`config.mk`:
```
export PLATFORM = sky130hd
export DESIGN_NAME = sample_clock_divider_sync
export DESIGN_NICKNAME = d
export VERILOG_FILES = /design/src/_end.sv /design/src/clk_div_pkg.sv /design/src/sync_pulse_catch.sv /design/src/sample_clock_divider_sync.sv
export SDC_FILE = /design/constraint.sdc
export NUM_CORES = 1
export LEC_CHECK = 0
export ABC_AREA = 1
export BUFFER_PORTS_ARGS = -buffer_cell sky130_fd_sc_hd__buf_4
export CAP_MARGIN = 20
export CORE_UTILIZATION = 50
export DETAILED_ROUTE_END_ITERATION = 7
export GPL_TIMING_DRIVEN = 0
export MAX_ROUTING_LAYER = met4
export PLACE_DENSITY = 0.78
export SLEW_MARGIN = 20
export SYNTH_ARGS = -nofsm -noshare
export SYNTH_HDL_FRONTEND = slang
export SYNTH_SLANG_ARGS = --single-unit
```
`constraint.sdc`:
```
create_clock -name mclk -period 1.8 [get_ports mclk]
set_input_delay 0.27 -clock mclk [delete_from_list [all_inputs] [get_ports mclk]]
set_output_delay 0.27 -clock mclk [all_outputs]
set_load 0.02 [all_outputs]
```
`src/_end.sv`:
```
// intentionally empty compilation unit
`default_nettype wire

```
`src/clk_div_pkg.sv`:
```
// shared constants and types for the sample clock divider and retimer
package clk_div_pkg;
  // register indexes on the configuration port
  localparam logic [9:0] ADDR_SYNC_CTRL = 10'h100; // clock_sync_control
  localparam logic [9:0] ADDR_DUTY_CTRL = 10'h009; // duty_retimer enable
  localparam logic [9:0] ADDR_DIV_CTRL = 10'h00b; // divide ratio minus one
  // field positions
  localparam int SYNC_EN_BIT = 1; // realign on alignment pulses
  localparam int SYNC_FIRST_BIT = 2; // only first pulse after a write
  localparam int DUTY_EN_BIT = 0; // duty_retimer enable
  localparam int DIV_LSB = 0; // ratio field low bit
  localparam int DIV_MSB = 2; // ratio field high bit
  // reset values
  localparam logic [7:0] SYNC_CTRL_RST = 8'h00;
  localparam logic [7:0] DUTY_CTRL_RST = 8'h01;
  localparam logic [7:0] DIV_CTRL_RST = 8'h00;
  localparam logic [7:0] RD_NONE = 8'h00; // unmapped index reads zero
  // timing: relock interval after a clock rate change
  localparam int CLK_PERIOD_PS = 25000;
  localparam int RELOCK_MIN_PS = 1500000;
  localparam int RELOCK_MAX_PS = 5000000;
  localparam int RELOCK_CYC_I = (RELOCK_MIN_PS + CLK_PERIOD_PS - 1) / CLK_PERIOD_PS;
  localparam logic [7:0] RELOCK_CYC = 8'(RELOCK_CYC_I);
  localparam logic [2:0] DIV_ONE = 3'h0; // encoded ratio of one
  localparam logic [2:0] CNT_INIT = 3'h0; // divider initial state
  // one register write or read request
  typedef struct packed {
    logic wr; // write strobe, one cycle
    logic [9:0] addr; // register index
    logic [7:0] data; // write data
  } reg_req_t;
  // retimer state seen outside
  typedef struct packed {
    logic on; // retimer shaping the falling edge
    logic locked; // loop locked
    logic armed; // first-pulse realign armed
  } clk_status_t;
endpackage

```
`src/sync_pulse_catch.sv`:
```
// three-stage synchroniser and rising edge detect for the alignment pulse
`timescale 1ns/100ps
`default_nettype none
module sync_pulse_catch (
  input wire logic mclk,
  input wire logic sys_rst,
  input wire logic pin_in,
  output logic pulse
);
  logic s1, s2, s3; // synchroniser chain, s1 feeds s2 only
  logic level; // filtered level
  // chain and agreement filter
  always_ff @(posedge mclk) begin
    if (sys_rst) begin
      s1 <= 1'b0;
      s2 <= 1'b0;
      s3 <= 1'b0;
      level <= 1'b0;
      pulse <= 1'b0;
    end else begin
      s1 <= pin_in;
      s2 <= s1;
      s3 <= s2;
      if (s2 == s3) begin
        level <= s3;
      end
      pulse <= (s2 == s3) && s3 && !level; // one cycle per pulse
    end
  end
endmodule
`default_nettype wire

```
`src/sample_clock_divider_sync.sv`:
```
// sample clock divider with alignment and duty_retimer control
// Overview of operation
// - divide sample clock by one to eight
// - ratio above one forces retimer on
// - bits one, two select every/first pulse
// - accepted pulse returns divider to initial state
// - retimer sets half-period high, rising untouched
// - retimer off below twenty megahertz
// - relock interval after rate change, bypassed
// - sample on rising edge of divided clock
`timescale 1ns/100ps
`default_nettype none
module sample_clock_divider_sync
  import clk_div_pkg::*;
(
  input wire logic mclk,
  input wire logic sys_rst,
  input wire reg_req_t reg_req,
  output logic [7:0] reg_rdata,
  input wire logic sync_pin,
  input wire logic rate_low,
  input wire logic rate_change,
  output logic sample_clk,
  output logic sample_strobe,
  output clk_status_t status
);
  logic [7:0] sync_ctrl; // clock_sync_control
  logic [7:0] duty_ctrl; // retimer enable register
  logic [7:0] div_ctrl; // ratio register
  logic [2:0] div_cnt; // divider phase
  logic [7:0] lock_cnt; // relock timer
  logic armed; // first-pulse realign armed
  logic sync_pulse; // filtered pulse edge
  logic locked_q; // loop locked flag
  logic retimer_on_q; // retimer shaping edges

  // half of the ratio, at least one cycle
  // odd ratios above one round the high time down, so the low phase is one cycle longer
  function automatic logic [2:0] half_len(input logic [2:0] r_m1);
    logic [3:0] r;
    r = {1'b0, r_m1} + 4'h1;
    half_len = (r < 4'h2) ? 3'h1 : r[3:1];
  endfunction

  // alignment pulse catcher
  // the pin is asynchronous to mclk, so it passes three flops before use
  sync_pulse_catch u_catch (
    .mclk(mclk),
    .sys_rst(sys_rst),
    .pin_in(sync_pin),
    .pulse(sync_pulse)
  );

  // write decode
  // writes land on the edge that samples the strobe; no wait states
  wire wr_sync = reg_req.wr && (reg_req.addr == ADDR_SYNC_CTRL);
  wire wr_duty = reg_req.wr && (reg_req.addr == ADDR_DUTY_CTRL);
  wire wr_div = reg_req.wr && (reg_req.addr == ADDR_DIV_CTRL);
  // control fields
  wire sync_en = sync_ctrl[SYNC_EN_BIT];
  wire first_only = sync_ctrl[SYNC_FIRST_BIT];
  wire [2:0] ratio_m1 = div_ctrl[DIV_MSB:DIV_LSB];
  // pulse acceptance, every pulse or first after write
  // the request passes only while sync is enabled and, in first-pulse mode,
  // only while armed by a write
  wire sync_accept = sync_en && sync_pulse && (!first_only || armed);
  // end of a divide period
  wire wrap = div_cnt >= ratio_m1;
  wire [2:0] next_cnt = (sync_accept || wrap) ? CNT_INIT : div_cnt + 3'h1;
  // retimer request: enable bit or ratio above one
  wire retimer_req = duty_ctrl[DUTY_EN_BIT] || (ratio_m1 != DIV_ONE);
  // conditions that throw the loop out of lock
  // a ratio write counts as a rate change: the divided clock jumps at once
  // a low clock rate keeps the loop in bypass for as long as it lasts
  wire lock_lost = rate_change || rate_low || !retimer_req || wr_div;
  wire next_locked = !lock_lost && (lock_cnt >= RELOCK_CYC - 8'h1);
  wire next_on = retimer_req && next_locked; // bypass until locked
  // high time: half period if retimed, else one input cycle
  wire [2:0] high_len = next_on ? half_len(ratio_m1) : 3'h1;
  // the clock only rises with the sampling strobe; when the retimer comes on or
  // goes off mid-period the high phase may shorten or lengthen but never starts
  // away from the rising edge, so the sampling instant is left alone
  wire next_sclk = (next_cnt == CNT_INIT) || (sample_clk && (next_cnt < high_len));
  // read mux
  // unmapped indexes read as zero
  wire [7:0] next_rdata = (reg_req.addr == ADDR_SYNC_CTRL) ? sync_ctrl :
                          (reg_req.addr == ADDR_DUTY_CTRL) ? duty_ctrl :
                          (reg_req.addr == ADDR_DIV_CTRL) ? div_ctrl : RD_NONE;

  // configuration registers
  // reads are registered, so read data follows the index by one cycle;
  // writes to unmapped indexes fall through and change nothing
  always_ff @(posedge mclk) begin
    if (sys_rst) begin
      sync_ctrl <= SYNC_CTRL_RST;
      duty_ctrl <= DUTY_CTRL_RST;
      div_ctrl <= DIV_CTRL_RST;
      reg_rdata <= RD_NONE;
    end else begin
      if (wr_sync) begin
        sync_ctrl <= reg_req.data;
      end
      if (wr_duty) begin
        duty_ctrl <= reg_req.data;
      end
      if (wr_div) begin
        div_ctrl <= reg_req.data;
      end
      reg_rdata <= next_rdata;
    end
  end

  // first-pulse arming, write wins over the clearing pulse
  // a write in the same cycle as an accepted pulse leaves the divider re-armed
  always_ff @(posedge mclk) begin
    if (sys_rst) begin
      armed <= 1'b0;
    end else if (wr_sync) begin
      armed <= 1'b1;
    end else if (sync_accept && first_only) begin
      armed <= 1'b0;
    end
  end

  // divider and sampling edge
  // a realignment restarts the count at once, so a period in progress is cut
  // short and the next sampling edge follows in the very next cycle
  // with a ratio of one the clock stays high and every edge samples
  always_ff @(posedge mclk) begin
    if (sys_rst) begin
      div_cnt <= CNT_INIT;
      sample_strobe <= 1'b0;
      sample_clk <= 1'b0;
    end else begin
      div_cnt <= next_cnt;
      sample_strobe <= sync_accept || wrap; // rising edge marker
      sample_clk <= next_sclk; // falling edge placement
    end
  end

  // relock timer
  // the count restarts on every loss condition and stops once the loop is
  // locked, so lock comes exactly one relock interval after the last loss
  // the relock interval is rounded up to whole input clock cycles
  always_ff @(posedge mclk) begin
    if (sys_rst) begin
      lock_cnt <= 8'h00;
      locked_q <= 1'b0;
      retimer_on_q <= 1'b0;
    end else begin
      if (lock_lost) begin
        lock_cnt <= 8'h00;
      end else if (!next_locked) begin
        lock_cnt <= lock_cnt + 8'h1;
      end
      locked_q <= next_locked;
      retimer_on_q <= next_on;
    end
  end

  // status outputs
  // status mirrors the internal flags one cycle behind their next values,
  // so it leaves the top module straight from flip-flops
  always_ff @(posedge mclk) begin
    if (sys_rst) begin
      status <= '0;
    end else begin
      status.on <= next_on;
      status.locked <= next_locked;
      status.armed <= wr_sync ? 1'b1 : ((sync_accept && first_only) ? 1'b0 : armed);
    end
  end

  // checks
  // every property is sampled on the input clock; reset disables them all
  // the exact high-time lengths are counted by the bench at each falling edge
  // lock timing is tied to the relock counter, not to wall-clock time
  AST_DIV_WRAP: assert property (@(posedge mclk) disable iff (sys_rst)
    (wrap && !sync_accept) |=> (div_cnt == CNT_INIT) && sample_strobe)
    else $error("divider did not wrap at ratio");
  AST_FORCE_RETIMER: assert property (@(posedge mclk) disable iff (sys_rst)
    ((ratio_m1 != DIV_ONE) && !rate_change && !rate_low && !wr_div) |=> (lock_cnt != 8'h00) || status.locked)
    else $error("ratio above one did not keep the retimer loop running");
  AST_FIRST_ONLY: assert property (@(posedge mclk) disable iff (sys_rst)
    (sync_pulse && first_only && !armed) |-> !sync_accept)
    else $error("pulse accepted while disarmed");
  AST_REALIGN: assert property (@(posedge mclk) disable iff (sys_rst)
    sync_accept |=> (div_cnt == CNT_INIT) && sample_strobe)
    else $error("divider not returned to initial state");
  AST_RISE_AT_STROBE: assert property (@(posedge mclk) disable iff (sys_rst)
    $rose(sample_clk) |-> sample_strobe)
    else $error("sample clock rose away from sampling edge");
  AST_LOW_RATE: assert property (@(posedge mclk) disable iff (sys_rst)
    rate_low |=> !retimer_on_q && !status.on)
    else $error("retimer active below low rate limit");
  AST_RELOCK_HOLD: assert property (@(posedge mclk) disable iff (sys_rst)
    rate_change |=> !locked_q [*8])
    else $error("retimer relocked too soon");
  AST_LOCK_TIME: assert property (@(posedge mclk) disable iff (sys_rst)
    $rose(locked_q) |-> $past(lock_cnt) == RELOCK_CYC - 8'h1)
    else $error("lock not after relock interval");
  AST_STROBE_PERIOD: assert property (@(posedge mclk) disable iff (sys_rst)
    (sample_strobe && !sync_accept && !wr_div && div_cnt == CNT_INIT && ratio_m1 == 3'h1)
    |=> !sample_strobe ##1 sample_strobe)
    else $error("strobe spacing wrong for ratio two");
  AST_DISARM: assert property (@(posedge mclk) disable iff (sys_rst)
    (sync_accept && first_only && !wr_sync) |=> !armed)
    else $error("first pulse did not disarm");
  AST_ARM_ON_WRITE: assert property (@(posedge mclk) disable iff (sys_rst)
    wr_sync |=> armed && status.armed)
    else $error("write to sync control did not arm");
  // main scenarios reached by the tests
  COV_REALIGN: cover property (@(posedge mclk) disable iff (sys_rst) sync_accept);
  COV_LOCK: cover property (@(posedge mclk) disable iff (sys_rst) $rose(locked_q));
  COV_DIV8: cover property (@(posedge mclk) disable iff (sys_rst) sample_strobe && ratio_m1 == 3'h7);
  COV_DISARM: cover property (@(posedge mclk) disable iff (sys_rst) sync_accept && first_only);
  COV_LOW_RATE: cover property (@(posedge mclk) disable iff (sys_rst) rate_low && status.on);
endmodule
`default_nettype wire

```
After elaboration in Yosys (flattened, before gate mapping):

Index checks and enable logic that the tools add are counted.

* $add $sub $neg: 3
* multipliers: 0
* divide/modulo/power cells: 0
* magnitude comparators: 4
* eq/ne operators: 4
* shift-type cells: 0
* muxes and demuxes: 8
* bitwise logic cells: 0
* reduce and logical (&&, ||, !) cells: 26

Operator list (count)
* 2-to-1 mux 8 bit: 3
* equality test 10 x 4 -> 1 bit (second input constant): 2
* logical AND 1 bit: 11
* equality test 10 x 9 -> 1 bit (second input constant): 1
* 2-to-1 mux 3 bit: 3
* adder 8 x 1 -> 8 bit (second input constant): 1
* >= comparator 8 x 6 -> 1 bit (second input constant): 1
* logical OR 1 bit: 7
* adder 3 x 1 -> 4 bit (second input constant): 1
* zero test 1 bit: 4
* less-than comparator 4 x 2 -> 1 bit (second input constant): 1
* adder 3 x 1 -> 3 bit (second input constant): 1
* >= comparator 3 bit: 1
* zero test 3 bit: 1
* less-than comparator 3 bit: 1
* nonzero test 3 bit: 1
* 2-to-1 mux 1 bit: 2
* nonzero test 2 bit: 1
* OR reduction 2 bit: 1
* equality test 1 bit: 1

* register bits: 53
* bits in latches: 0
* memory bits (writable): 0
* memory bits (read-only): 0
* bits of input ports: 24
* output and inout bits: 13
* word-level logic and storage cells: 61
* memories kept: 0

Depth between registers and ports, before layout:

Gate-level depths: netlist (run 1).

* depth after elaboration: 12
* mapped depth: 13
* depth with buffers taken out: 13

By module:

From an unflattened synthesis (run 1), not the netlist that was laid out.

* cell total of the unflattened synthesis: 334
* area total of the unflattened synthesis: 2539.9 µm²

Modules (own cells, without submodules)
* sample_clock_divider_sync: times used 1, cells each 314, area each 2374.8 µm², sequential area each 960.9 µm²
* sync_pulse_catch: times used 1, cells each 20, area each 165.2 µm², sequential area each 100.1 µm²

Worst setup path before layout (run 1):

OpenSTA, ideal clock, no wires.

* path kind: register to register
* from: register div_ctrl[0]
* to: register sample_clk
* library setup time: 0.071 ns
* arrival: 1.930 ns
* required time: 1.729 ns
* slack: -0.201 ns
* stages on the path, launching flop included: 13
* path buffers: 1
* period minus slack after synthesis: 2.001 ns
* path through: dfxtp_1 > inv_1 > ha_1 > a21oi_1 > nand3_1 > buf_2 > or2_1 > ha_1 > nand2_1 > nand2_1 > nor2_1 > nand2_1 > a21oi_1

* word-level cells in the longest chain between the ends: 12
* elaborated cells on any way between the ends: 19
* classes of those cells: 1 x add/sub; 3 x order compare; 3 x mux; 12 x reduce/logical

Ends and longest elaborated chain
* from (decl): RTL line sample_clock_divider_sync.sv:29 `logic [7:0] div_ctrl;`
* from (signal assigned): RTL line sample_clock_divider_sync.sv:107 `div_ctrl <= reg_req.data;`
* parallel branches: the longest is 11 deep, another holds adder 3 x 1 -> 4 bit
* logical OR 1 bit *: RTL line sample_clock_divider_sync.sv:83 `wire next_sclk = (next_cnt == CNT_INIT) || (sample_clk && (next_cnt < high_len));`
* to (signal assigned): RTL line sample_clock_divider_sync.sv:137 `sample_clk <= next_sclk;`
* to (decl): RTL line sample_clock_divider_sync.sv:23 `output logic sample_clk,`

Every way passes the cells marked *.
A chain may end at the register's enable or synchronous reset.

Final worst setup path (run 1):

Ends and elaborated chain as after synthesis.

==> metrics.txt, run 1 <==
Die Width 71.7 µm; Max Slew Vio Count 0; core area 4690 µm²; DR vias 2235; cell mode on critical path nand2_1; die area 5150 µm²; row count 25; Crit Path Max Fanout 5; Synth Cell Area 2430 µm²; drt pass-1 iters 4; register area share after synthesis 43.6%; pwr/cell area 692 nW/µm²; slowest CP cell dfxtp_4; Yosys reg bits 53; final worst path period need 1910 ps; Crit path max-delay family simple AND/OR/NAND/NOR gates; area delta synth->final 28.0%; gr usage total 23.6%; root buf cell clkbuf_8; Top FF cell, synth dfxtp_1; CP arrival 2160 ps; Final ANT Viol Nets 0; vias per cell 5.31; Synth cell types 35; Setup CP Type reg2reg; synthesized instance count 311; Ys Warns 0; crit-path max cell delay 410 ps; ANT cells 0; Synth Area in Compound Gates 16.7%; Placed Area 2850 µm²; worst path bufs/invs 2; LEAKAGE 0.00136 µW; hold bufs inserted after CTS 0; GP Congestion 0.855; fin crit share 106%; antenna violations before repair 0; final hold vios 0; Die H 71.7 µm; sum of negative setup slack -111 ps; H-tree levels 2; Clock Sinks 53; Worst Setup End Kind flip-flop; post-synth net total 345; fin worst setup slack -111 ps; largest family of logic cells by synthesized area simple AND/OR/NAND/NOR gates; GRT Residual Overflow 0; Routed Wire Length 5.49 mm; DPL Wire Length 3.59 mm; final clock skew 5.85 ps; CTS tree done; pin count of the biggest net entering global routing 17; Avg Synthesized Cell Area 7.82 µm²; status complete, but fails checks; fraction of layout cells with a size suffix above 1 28.3%; max_slew headroom 64.3%; worst-case clock buffer depth 2; Port Buffers 36; Peak Freq 523 MHz; number of placed I/O pins 37; final setup fails 1; Initial DRC Count 143; top cells by count, synth dfxtp_1 (53), inv_1 (50), nand3_1 (32); crit path cell chain inv_4 > ha_4 > a21oi_4 > nand3_2 > buf_6 > or2_1 > ha_4 > nand2_1 > nand2_1 > nor2_1 > nand2_1 > a21oi_2; DR WL/cell 13.0 µm; XOR/XNOR Fraction of Synth Area 1.08%; synth top area cells dfxtp_1 (44%), inv_1 (7.7%), nand3_1 (6.6%); WP data required 2040 ps; post-synthesis adder-cell area fraction 5.14%; Reg clk slew, reported paths 90 ps; fin cells 421; Initial Util 51.8%; peak supply drop 0.000434 V; top-area cell type share of the netlist area 43.6%; top-count cell post-synth dfxtp_1; failing checks setup timing; number of flops mapped to enable cells by yosys 0; vias in the first global route 2126; first-pass GRT wire length 9.27 mm; maxcap violations 0; DRC violations left 0; Simple-Gate Fraction of Synth Area 22.5%; post-placement cell count 401; Tightest Pin Transition 533 ps; fin area 3110 µm²; mux cell area share after synthesis 0%; RSZ-0062 raised after global routing true; worst-skew pair later-pin latency 310 ps; CP Launch Type flip-flop; min-delay worst type in2reg; TritonCTS buffer count 5; Post-synth ARST share 0%; Nets 400; Synth area leader dfxtp_1
## logic make-up (layout without fill, tap and decap cells)
group,after synthesis,after routing
and+or+nand+nor,112,112
AOI/OAI and AO/OA,71,71
buffers and inverters,62,118
DFF,53,53
adders and majority gates,10,10
xor gates and xnor gates,3,3
## routing by layer
metal	wire [µm]	vias up	GRT usage (%)
met5	0	-	-
met1	2450	1024	28.7
met4	82	0	6.97
li1	-	1130	-
met3	344	12	5.20
met2	2610	69	39.3
## worst paths after layout
| path | slack [ps] | endpoint | startpoint | depth (start not counted) |
|---|---|---|---|---|
| hold reg to reg | 410 | u_catch.pulse | u_catch.level | 1 |
| setup / recovery | -110 | sample_clk | div_ctrl[0] | 12 |
| setup reg to reg | -110 | sample_clk | div_ctrl[0] | 12 |
| hold / removal | 150 | div_cnt[2] | sys_rst | 2 |
## metrics by stage
step           utilization [%]  power (µW)  hold WS, ps  setup slack, ps
5_1_grt                   66.3        2230          144             -227
6_report                  66.3        2150          152             -111
3_5_place_dp              60.6        1340          399             -259
4_1_cts                   65.5        2170          150             -143
2_1_floorplan                -        1270          348            -60.2
3_3_place_gp              60.6        1340          397             -217
## flip-flops by register name, summed over array words and instances, names as in the netlist
signal and flops:
div_ctrl 8, duty_ctrl 8, u_catch.s3 1, sample_strobe 1, u_catch.level 1, status 3
sync_ctrl 8, div_cnt 3, u_catch.s1 1, lock_cnt 8, u_catch.pulse 1, sample_clk 1
reg_rdata 8, u_catch.s2 1
## cell usage in the layout, fill, tap and decap left out, drive strengths merged
cell / n
clkinvlp: 1
a21oi: 29
nor2: 33
o21ai: 27
xnor2: 3
nand4: 6
inv: 51
o211ai: 9
a31oi: 2
dfxtp: 53
ha: 10
clkinv: 1
o21a: 1
a211oi: 1
or2: 3
buf: 55
nor3: 4
clkbuf: 9
nand2: 31
bufinv: 1
a21boi: 1
nand3: 35
o21bai: 1
## report_power, final
| part | internal (µW) | switching (µW) | leakage (µW) | total (µW) |
|---|---|---|---|---|
| registers | 1180 | 4.23 | 0.000433 | 1180 |
| clock network | 452 | 388 | 0.0000574 | 840 |
| logic | 58.2 | 73.8 | 0.000869 | 132 |
## repair_timing
action                                  4_1_cts  5_1_grt
setup buffers                                12        0
pin swaps                                    13        0
resized for setup                             6        9
endpoints found under the setup margin        1        1
## layout make-up
cell class              count  area (µm²)
repair buffers             48         360
inverters                  52         200
flip-flops and latches     53        1070
fillers                   397        1580
clock buffers               6        82.6
plain buffers              10        76.3
multi-input cells         196        1210
well taps                  54        67.6
clock inverters             2        37.5
No activity file was read; power rests on OpenSTA's default activity.
==> inputs of run 2 (changes only) <==
--- a/config.mk
+++ b/config.mk
@@ -5,15 +5,14 @@
 export SDC_FILE = /design/constraint.sdc
 export NUM_CORES = 1
 export LEC_CHECK = 0
-export ABC_AREA = 1
 export BUFFER_PORTS_ARGS = -buffer_cell sky130_fd_sc_hd__buf_4
 export CAP_MARGIN = 20
 export CORE_UTILIZATION = 50
 export DETAILED_ROUTE_END_ITERATION = 7
 export GPL_TIMING_DRIVEN = 0
 export MAX_ROUTING_LAYER = met4
-export PLACE_DENSITY = 0.78
-export SLEW_MARGIN = 20
+export PLACE_DENSITY = 0.79
+export SLEW_MARGIN = 0
 export SYNTH_ARGS = -nofsm -noshare
 export SYNTH_HDL_FRONTEND = slang
 export SYNTH_SLANG_ARGS = --single-unit
==> run 2 against run 1 <==
  * The flow still finishes with violations (setup timing)
  * Global-route usage down 3.4 points
  * Area after synthesis down 5.3%
  * Setup slack worse by 310 ps
  * Cell count down 19%
  * Critical path depth down 2
  * Wire length down 14%
  * Core utilization down 1.3 points
  * Sequential cell count unchanged
  * First-iteration DRC count down 66%
  * Critical endpoint unchanged
==> metrics.txt, run 2 <==
status complete, but fails checks; failing checks setup timing; vias in the first global route 1786; Die H 69.9 µm; Final ANT Viol Nets 0; max_slew headroom 59.7%; Port Buffers 35; vias per cell 5.36; Avg Synthesized Cell Area 9.51 µm²; Crit Path Max Fanout 3; Routed Wire Length 4.73 mm; worst r2r src lock_cnt[0]; RSZ-0062 raised after global routing true; Tightest Pin Transition 603 ps; DRC violations left 0; top cells by count, synth nor2_1 (54), dfxtp_1 (53), mux2i_1 (34); synth top area cells dfxtp_1 (46%), mux2i_1 (15%), nor2_1 (8.8%); Hold Crit Depth 2; Die Width 69.9 µm; commonest non-fill, non-tap cells in the layout nor2_1 (54), dfxtp_1 (48), buf_4 (45); final clock skew 3.11 ps; R2R Path End sample_clk; Peak Freq 451 MHz; Synth area leader dfxtp_1; slowest CP cell dfxtp_4; CP arrival 2410 ps; drt pass-1 iters 5; Max Slew Vio Count 0; gr usage total 20.2%; row count 24; hold path start sync_pin; FF-to-FF path depth 10; Setup CP Type reg2reg; Initial DRC Count 48; Synth cell types 38; crit-path max cell delay 380 ps; worst path bufs/invs 0; Initial Util 52.5%; Worst Setup End Kind flip-flop; Post-synth ARST share 0%; Ys Warns 0; Nets 323; ANT cells 0; GP Congestion 0.825; Synth Cell Area 2300 µm²; antenna violations before repair 0; top-area cell type share of the netlist area 46.1%; final worst path period need 2220 ps; peak supply drop 0.000641 V; crit path cell chain ha_4 > o2111ai_4 > and2_4 > nor3_4 > nand4_1 > ha_1 > nand3b_1 > a211o_1 > nor4_2 > o2bb2ai_1; fraction of layout cells with a size suffix above 1 24.9%; LEAKAGE 0.00122 µW; worst-skew pair later-pin latency 310 ps; Clock Sinks 53; synthesized instance count 242; DR WL/cell 13.9 µm; CTS tree done; sum of negative setup slack -418 ps; worst-case clock buffer depth 2; Crit path max-delay family simple AND/OR/NAND/NOR gates; die area 4880 µm²; fillers 370; reg2reg setup slack -420 ps; Top FF cell, synth dfxtp_1; area delta synth->final 23.9%; GRT Residual Overflow 0; final core occ 65.0%; min-delay worst type in2reg; Reg clk slew, reported paths 90 ps; DR vias 1829; fin worst setup slack -418 ps; hold endpoint u_catch.s1; root buf cell clkbuf_8; number of flops mapped to enable cells by yosys 0; first-pass GRT wire length 7.69 mm; number of placed I/O pins 37; register area share after synthesis 46.1%; DPL Wire Length 3.20 mm; fin crit share 123%; hold bufs inserted after CTS 0; WP data required 1990 ps; top-count cell post-synth nor2_1; TritonCTS buffer count 5; CP Launch Type flip-flop; core area 4380 µm²; final setup fails 1; pin count of the biggest net entering global routing 16; post-synth net total 276; Yosys reg bits 53; final hold vios 0; pwr/cell area 725 nW/µm²; leading cell type in the layout, fill and taps excluded nor2_1; maxcap violations 0; H-tree levels 2
-- run 2: cell count changes in the layout (fill, tap and decap cells not counted), sizes merged, moves of 4 or more --
cell	previous run	this run
inv	51	10
mux2i	0	34
nand3	35	6
nand2	31	4
o21ai	27	3
nor2	33	54
a21oi	29	12
o211ai	9	1
buf	55	48
nor2b	0	4
-- run 2: report_power, final --
| part | internal [µW] | total (µW) | leakage, µW | switching, µW |
|---|---|---|---|---|
| Sequential | 1170 | 1180 | 0.000432 | 4.04 |
| Clock | 404 | 773 | 0.0000540 | 369 |
| Combinational | 57.0 | 118 | 0.000735 | 60.7 |
| Total | 1630 | 2070 | 0.00122 | 434 |
-- run 2: cell type report --
type / count / area (µm²) / area share [%]
Timing Repair Buffer: 41 / 308 / 10.8
Clock inverter: 2 / 35.0 / 1.23
Buffer: 11 / 60.1 / 2.11
Sequential cell: 53 / 1080 / 37.8
Multi-Input combinational cell: 167 / 1200 / 42.1
Clock buffer: 5 / 68.8 / 2.41
Inverter: 10 / 37.5 / 1.32
Tap cell: 52 / 65.1 / 2.28
-- run 2: repair_timing --
item                                    4_1_cts  5_1_grt
endpoints found under the setup margin        1        1
cloned                                        0        0
pin swaps                                     2        5
gates resized for setup                      14        6
buffers inserted                              2        4
hold endpoints to repair                      0        0
-- run 2: per-stage QoR --
step	instances	cell area, µm²	hold slack [ps]	power, µW	setup slack, ps
2_1_floorplan	242	2310	395	1260	-351
3_3_place_gp	329	2640	412	1320	-603
3_5_place_dp	329	2640	422	1320	-640
4_1_cts	337	2800	173	2080	-371
5_1_grt	341	2850	185	2140	-510
6_report	341	2850	171	2070	-418
-- run 2: worst max path at each step --
stage	start	endpoint	slack (ps)	cells past startpoint
6_report	lock_cnt[0]	sample_clk	-420	10
5_1_grt	lock_cnt[0]	sample_clk	-510	10
4_1_cts	lock_cnt[0]	sample_clk	-370	10
3_5_place_dp	lock_cnt[0]	sample_clk	-640	11
3_3_place_gp	lock_cnt[0]	sample_clk	-600	11
2_1_floorplan	lock_cnt[0]	sample_clk	-350	11
-- run 2: routing by layer --
layer	share of wire, %	up-vias	track usage (%)
met4	1.7	0	6.00
met3	3.9	12	4.18
li1	-	917	-
met2	49	41	34.8
met5	0	-	-
met1	45	859	23.8
-- run 2: cells by family after synthesis --
family                     after synthesis  share of synthesized area (%)
xor gates and xnor gates                 5                           1.90
buffers and inverters                   22                           4.40
muxes                                   34                           14.8
adders and majority gates               10                           5.43
DFF                                     53                           46.1
AOI/OAI and AO/OA                       23                           6.36
and+or+nand+nor                         95                           21.0
==> inputs of run 3 (changes only) <==
--- a/config.mk
+++ b/config.mk
@@ -12,6 +12,7 @@
 export GPL_TIMING_DRIVEN = 0
 export MAX_ROUTING_LAYER = met4
 export PLACE_DENSITY = 0.79
+export SKIP_CTS_REPAIR_TIMING = 1
 export SLEW_MARGIN = 0
 export SYNTH_ARGS = -nofsm -noshare
 export SYNTH_HDL_FRONTEND = slang
==> run 3 against run 2 <==
  * The run still ends with setup timing left
  * Setup slack gained 37 ps
  * Via count shrank 1.9%
  * Total power is essentially flat
  * Cell count decreased by 1.2%
  * Non-clock buffer count decreased by 4
  * Fmax rose by 1.7%
  * Core utilization shrank 1.0 points
  * Largest power group unchanged
==> metrics.txt, run 3 (synthesis results as in run 2) <==
Sw Ratio 20.7%; GP Congestion 0.825; antenna violations before repair 0; Die H 69.9 µm; gr usage total 19.7%; root buf cell clkbuf_8; CP Launch Type flip-flop; worst path bufs/invs 0; worst-case clock buffer depth 2; crit-path max cell delay 380 ps; Die Width 69.9 µm; Hold WS 170 ps; Worst Setup End Kind flip-flop; Reg clk slew, reported paths 90 ps; Tightest Pin Transition 596 ps; CTS tree done; fin crit share 121%; sw power 429 µW; area delta synth->final 22.0%; Max Slew Vio Count 0; max_slew headroom 60.1%; number of placed I/O pins 37; post-placement cell count 329; reg2reg setup slack -380 ps; TritonCTS buffer count 5; WP data required 1990 ps; ANT cells 0; first-pass GRT wire length 7.52 mm; DRC violations left 0; Routed Wire Length 4.53 mm; CP startpoint lock_cnt[0]; clock share of power 37.3%; fin area 2810 µm²; crit path cell chain ha_4 > o2111ai_2 > and2_4 > nor3_2 > nand4_1 > ha_1 > nand3b_1 > a211o_1 > nor4_2 > o2bb2ai_1; combinational share of power 5.5%; DPL Wire Length 3.20 mm; fin worst setup slack -381 ps; Overall Power 2070 µW; Crit Path Max Fanout 4; Peak Freq 459 MHz; Port Buffers 35; Placed Area 2640 µm²; final hold vios 0; FF-to-FF path depth 10; CP arrival 2370 ps; GRT Residual Overflow 0; peak supply drop 0.000641 V; LEAKAGE 0.00120 µW; pin count of the biggest net entering global routing 16; Nets 319; final setup fails 1; DR WL/cell 13.4 µm; die area 4880 µm²; fin cells 337; Clock Sinks 53; R2R Path End sample_clk; min-delay worst type in2reg; worst-skew pair later-pin latency 310 ps; H-tree levels 2; Stages on worst setup path 10; drt pass-1 iters 4; CP Capture Point sample_clk; row count 24; final worst path period need 2180 ps; status complete, but fails checks; cell internal pwr 1640 µW; DP Worst Slack -640 ps; worst r2r src lock_cnt[0]; final clock skew 4.10 ps; core area 4380 µm²; Setup CP Type reg2reg; commonest non-fill, non-tap cells in the layout nor2_1 (54), dfxtp_1 (48), buf_4 (41); DR vias 1794; vias per cell 5.32; Reg power frac 57.2%; pwr/cell area 736 nW/µm²; Final ANT Viol Nets 0; vias in the first global route 1749; fraction of layout cells with a size suffix above 1 23.9%; slowest CP cell dfxtp_4; Initial DRC Count 55; Initial Util 52.5%; leading cell type in the layout, fill and taps excluded nor2_1; RSZ-0062 raised after global routing true; fillers 374; failing checks setup timing; Crit path max-delay family simple AND/OR/NAND/NOR gates; maxcap violations 0
run 3: routing by layer:
layer	share of wire (%)	GRT usage [%]
met3	3.5	4.33
met2	49	32.7
met5	0	-
met4	1.6	6.44
met1	46	23.9
run 3: cell type report:
| class | count | area, µm² | share of cell area, % |
|---|---|---|---|
| multi-input combinational | 167 | 1190 | 42.5 |
| sequential | 53 | 1070 | 38.1 |
| timing repair buffer | 37 | 278 | 9.89 |
| clock buffer | 5 | 68.8 | 2.45 |
| tap | 52 | 65.1 | 2.32 |
| buffer | 11 | 60.1 | 2.14 |
| inverter | 10 | 37.5 | 1.34 |
| clock inverter | 2 | 35.0 | 1.25 |
run 3: worst min-delay path by stage:
stage / from / endpoint / slack, ps / cells after the start
floorplan: reg_req[0] / duty_ctrl[0] / 400 / 2
global placement: u_catch.level / u_catch.pulse / 410 / 1
detailed placement: lock_cnt[7] / lock_cnt[7] / 420 / 2
CTS: sync_pin / u_catch.s1 / 170 / 2
global route: sync_pin / u_catch.s1 / 190 / 2
finish: sync_pin / u_catch.s1 / 170 / 2
run 3: power groups by stage:
stage          clock network [µW]  registers [µW]  logic [µW]
5_1_grt                       827            1180         123
4_1_cts                       786            1180         114
2_1_floorplan                   0            1210        45.5
6_report                      770            1180         114
3_5_place_dp                    0            1210         114
3_3_place_gp                    0            1210         113
run 3: stage by stage:
stage          utilization (%)  setup TNS [ps]
3_3_place_gp              60.2            -603
6_report                  64.0            -381
2_1_floorplan                -            -351
3_5_place_dp              60.2            -640
5_1_grt                   64.0            -492
4_1_cts                   62.6            -684
run 3: worst register-to-register path: stages, from the launching register on:
cell and delay [ps]:
dfxtp_4 380, ha_4 150, o2111ai_2 120, and2_4 210, nor3_2 190, nand4_1 130, ha_1 300, nand3b_1 80
a211o_1 240, nor4_2 160, o2bb2ai_1 100
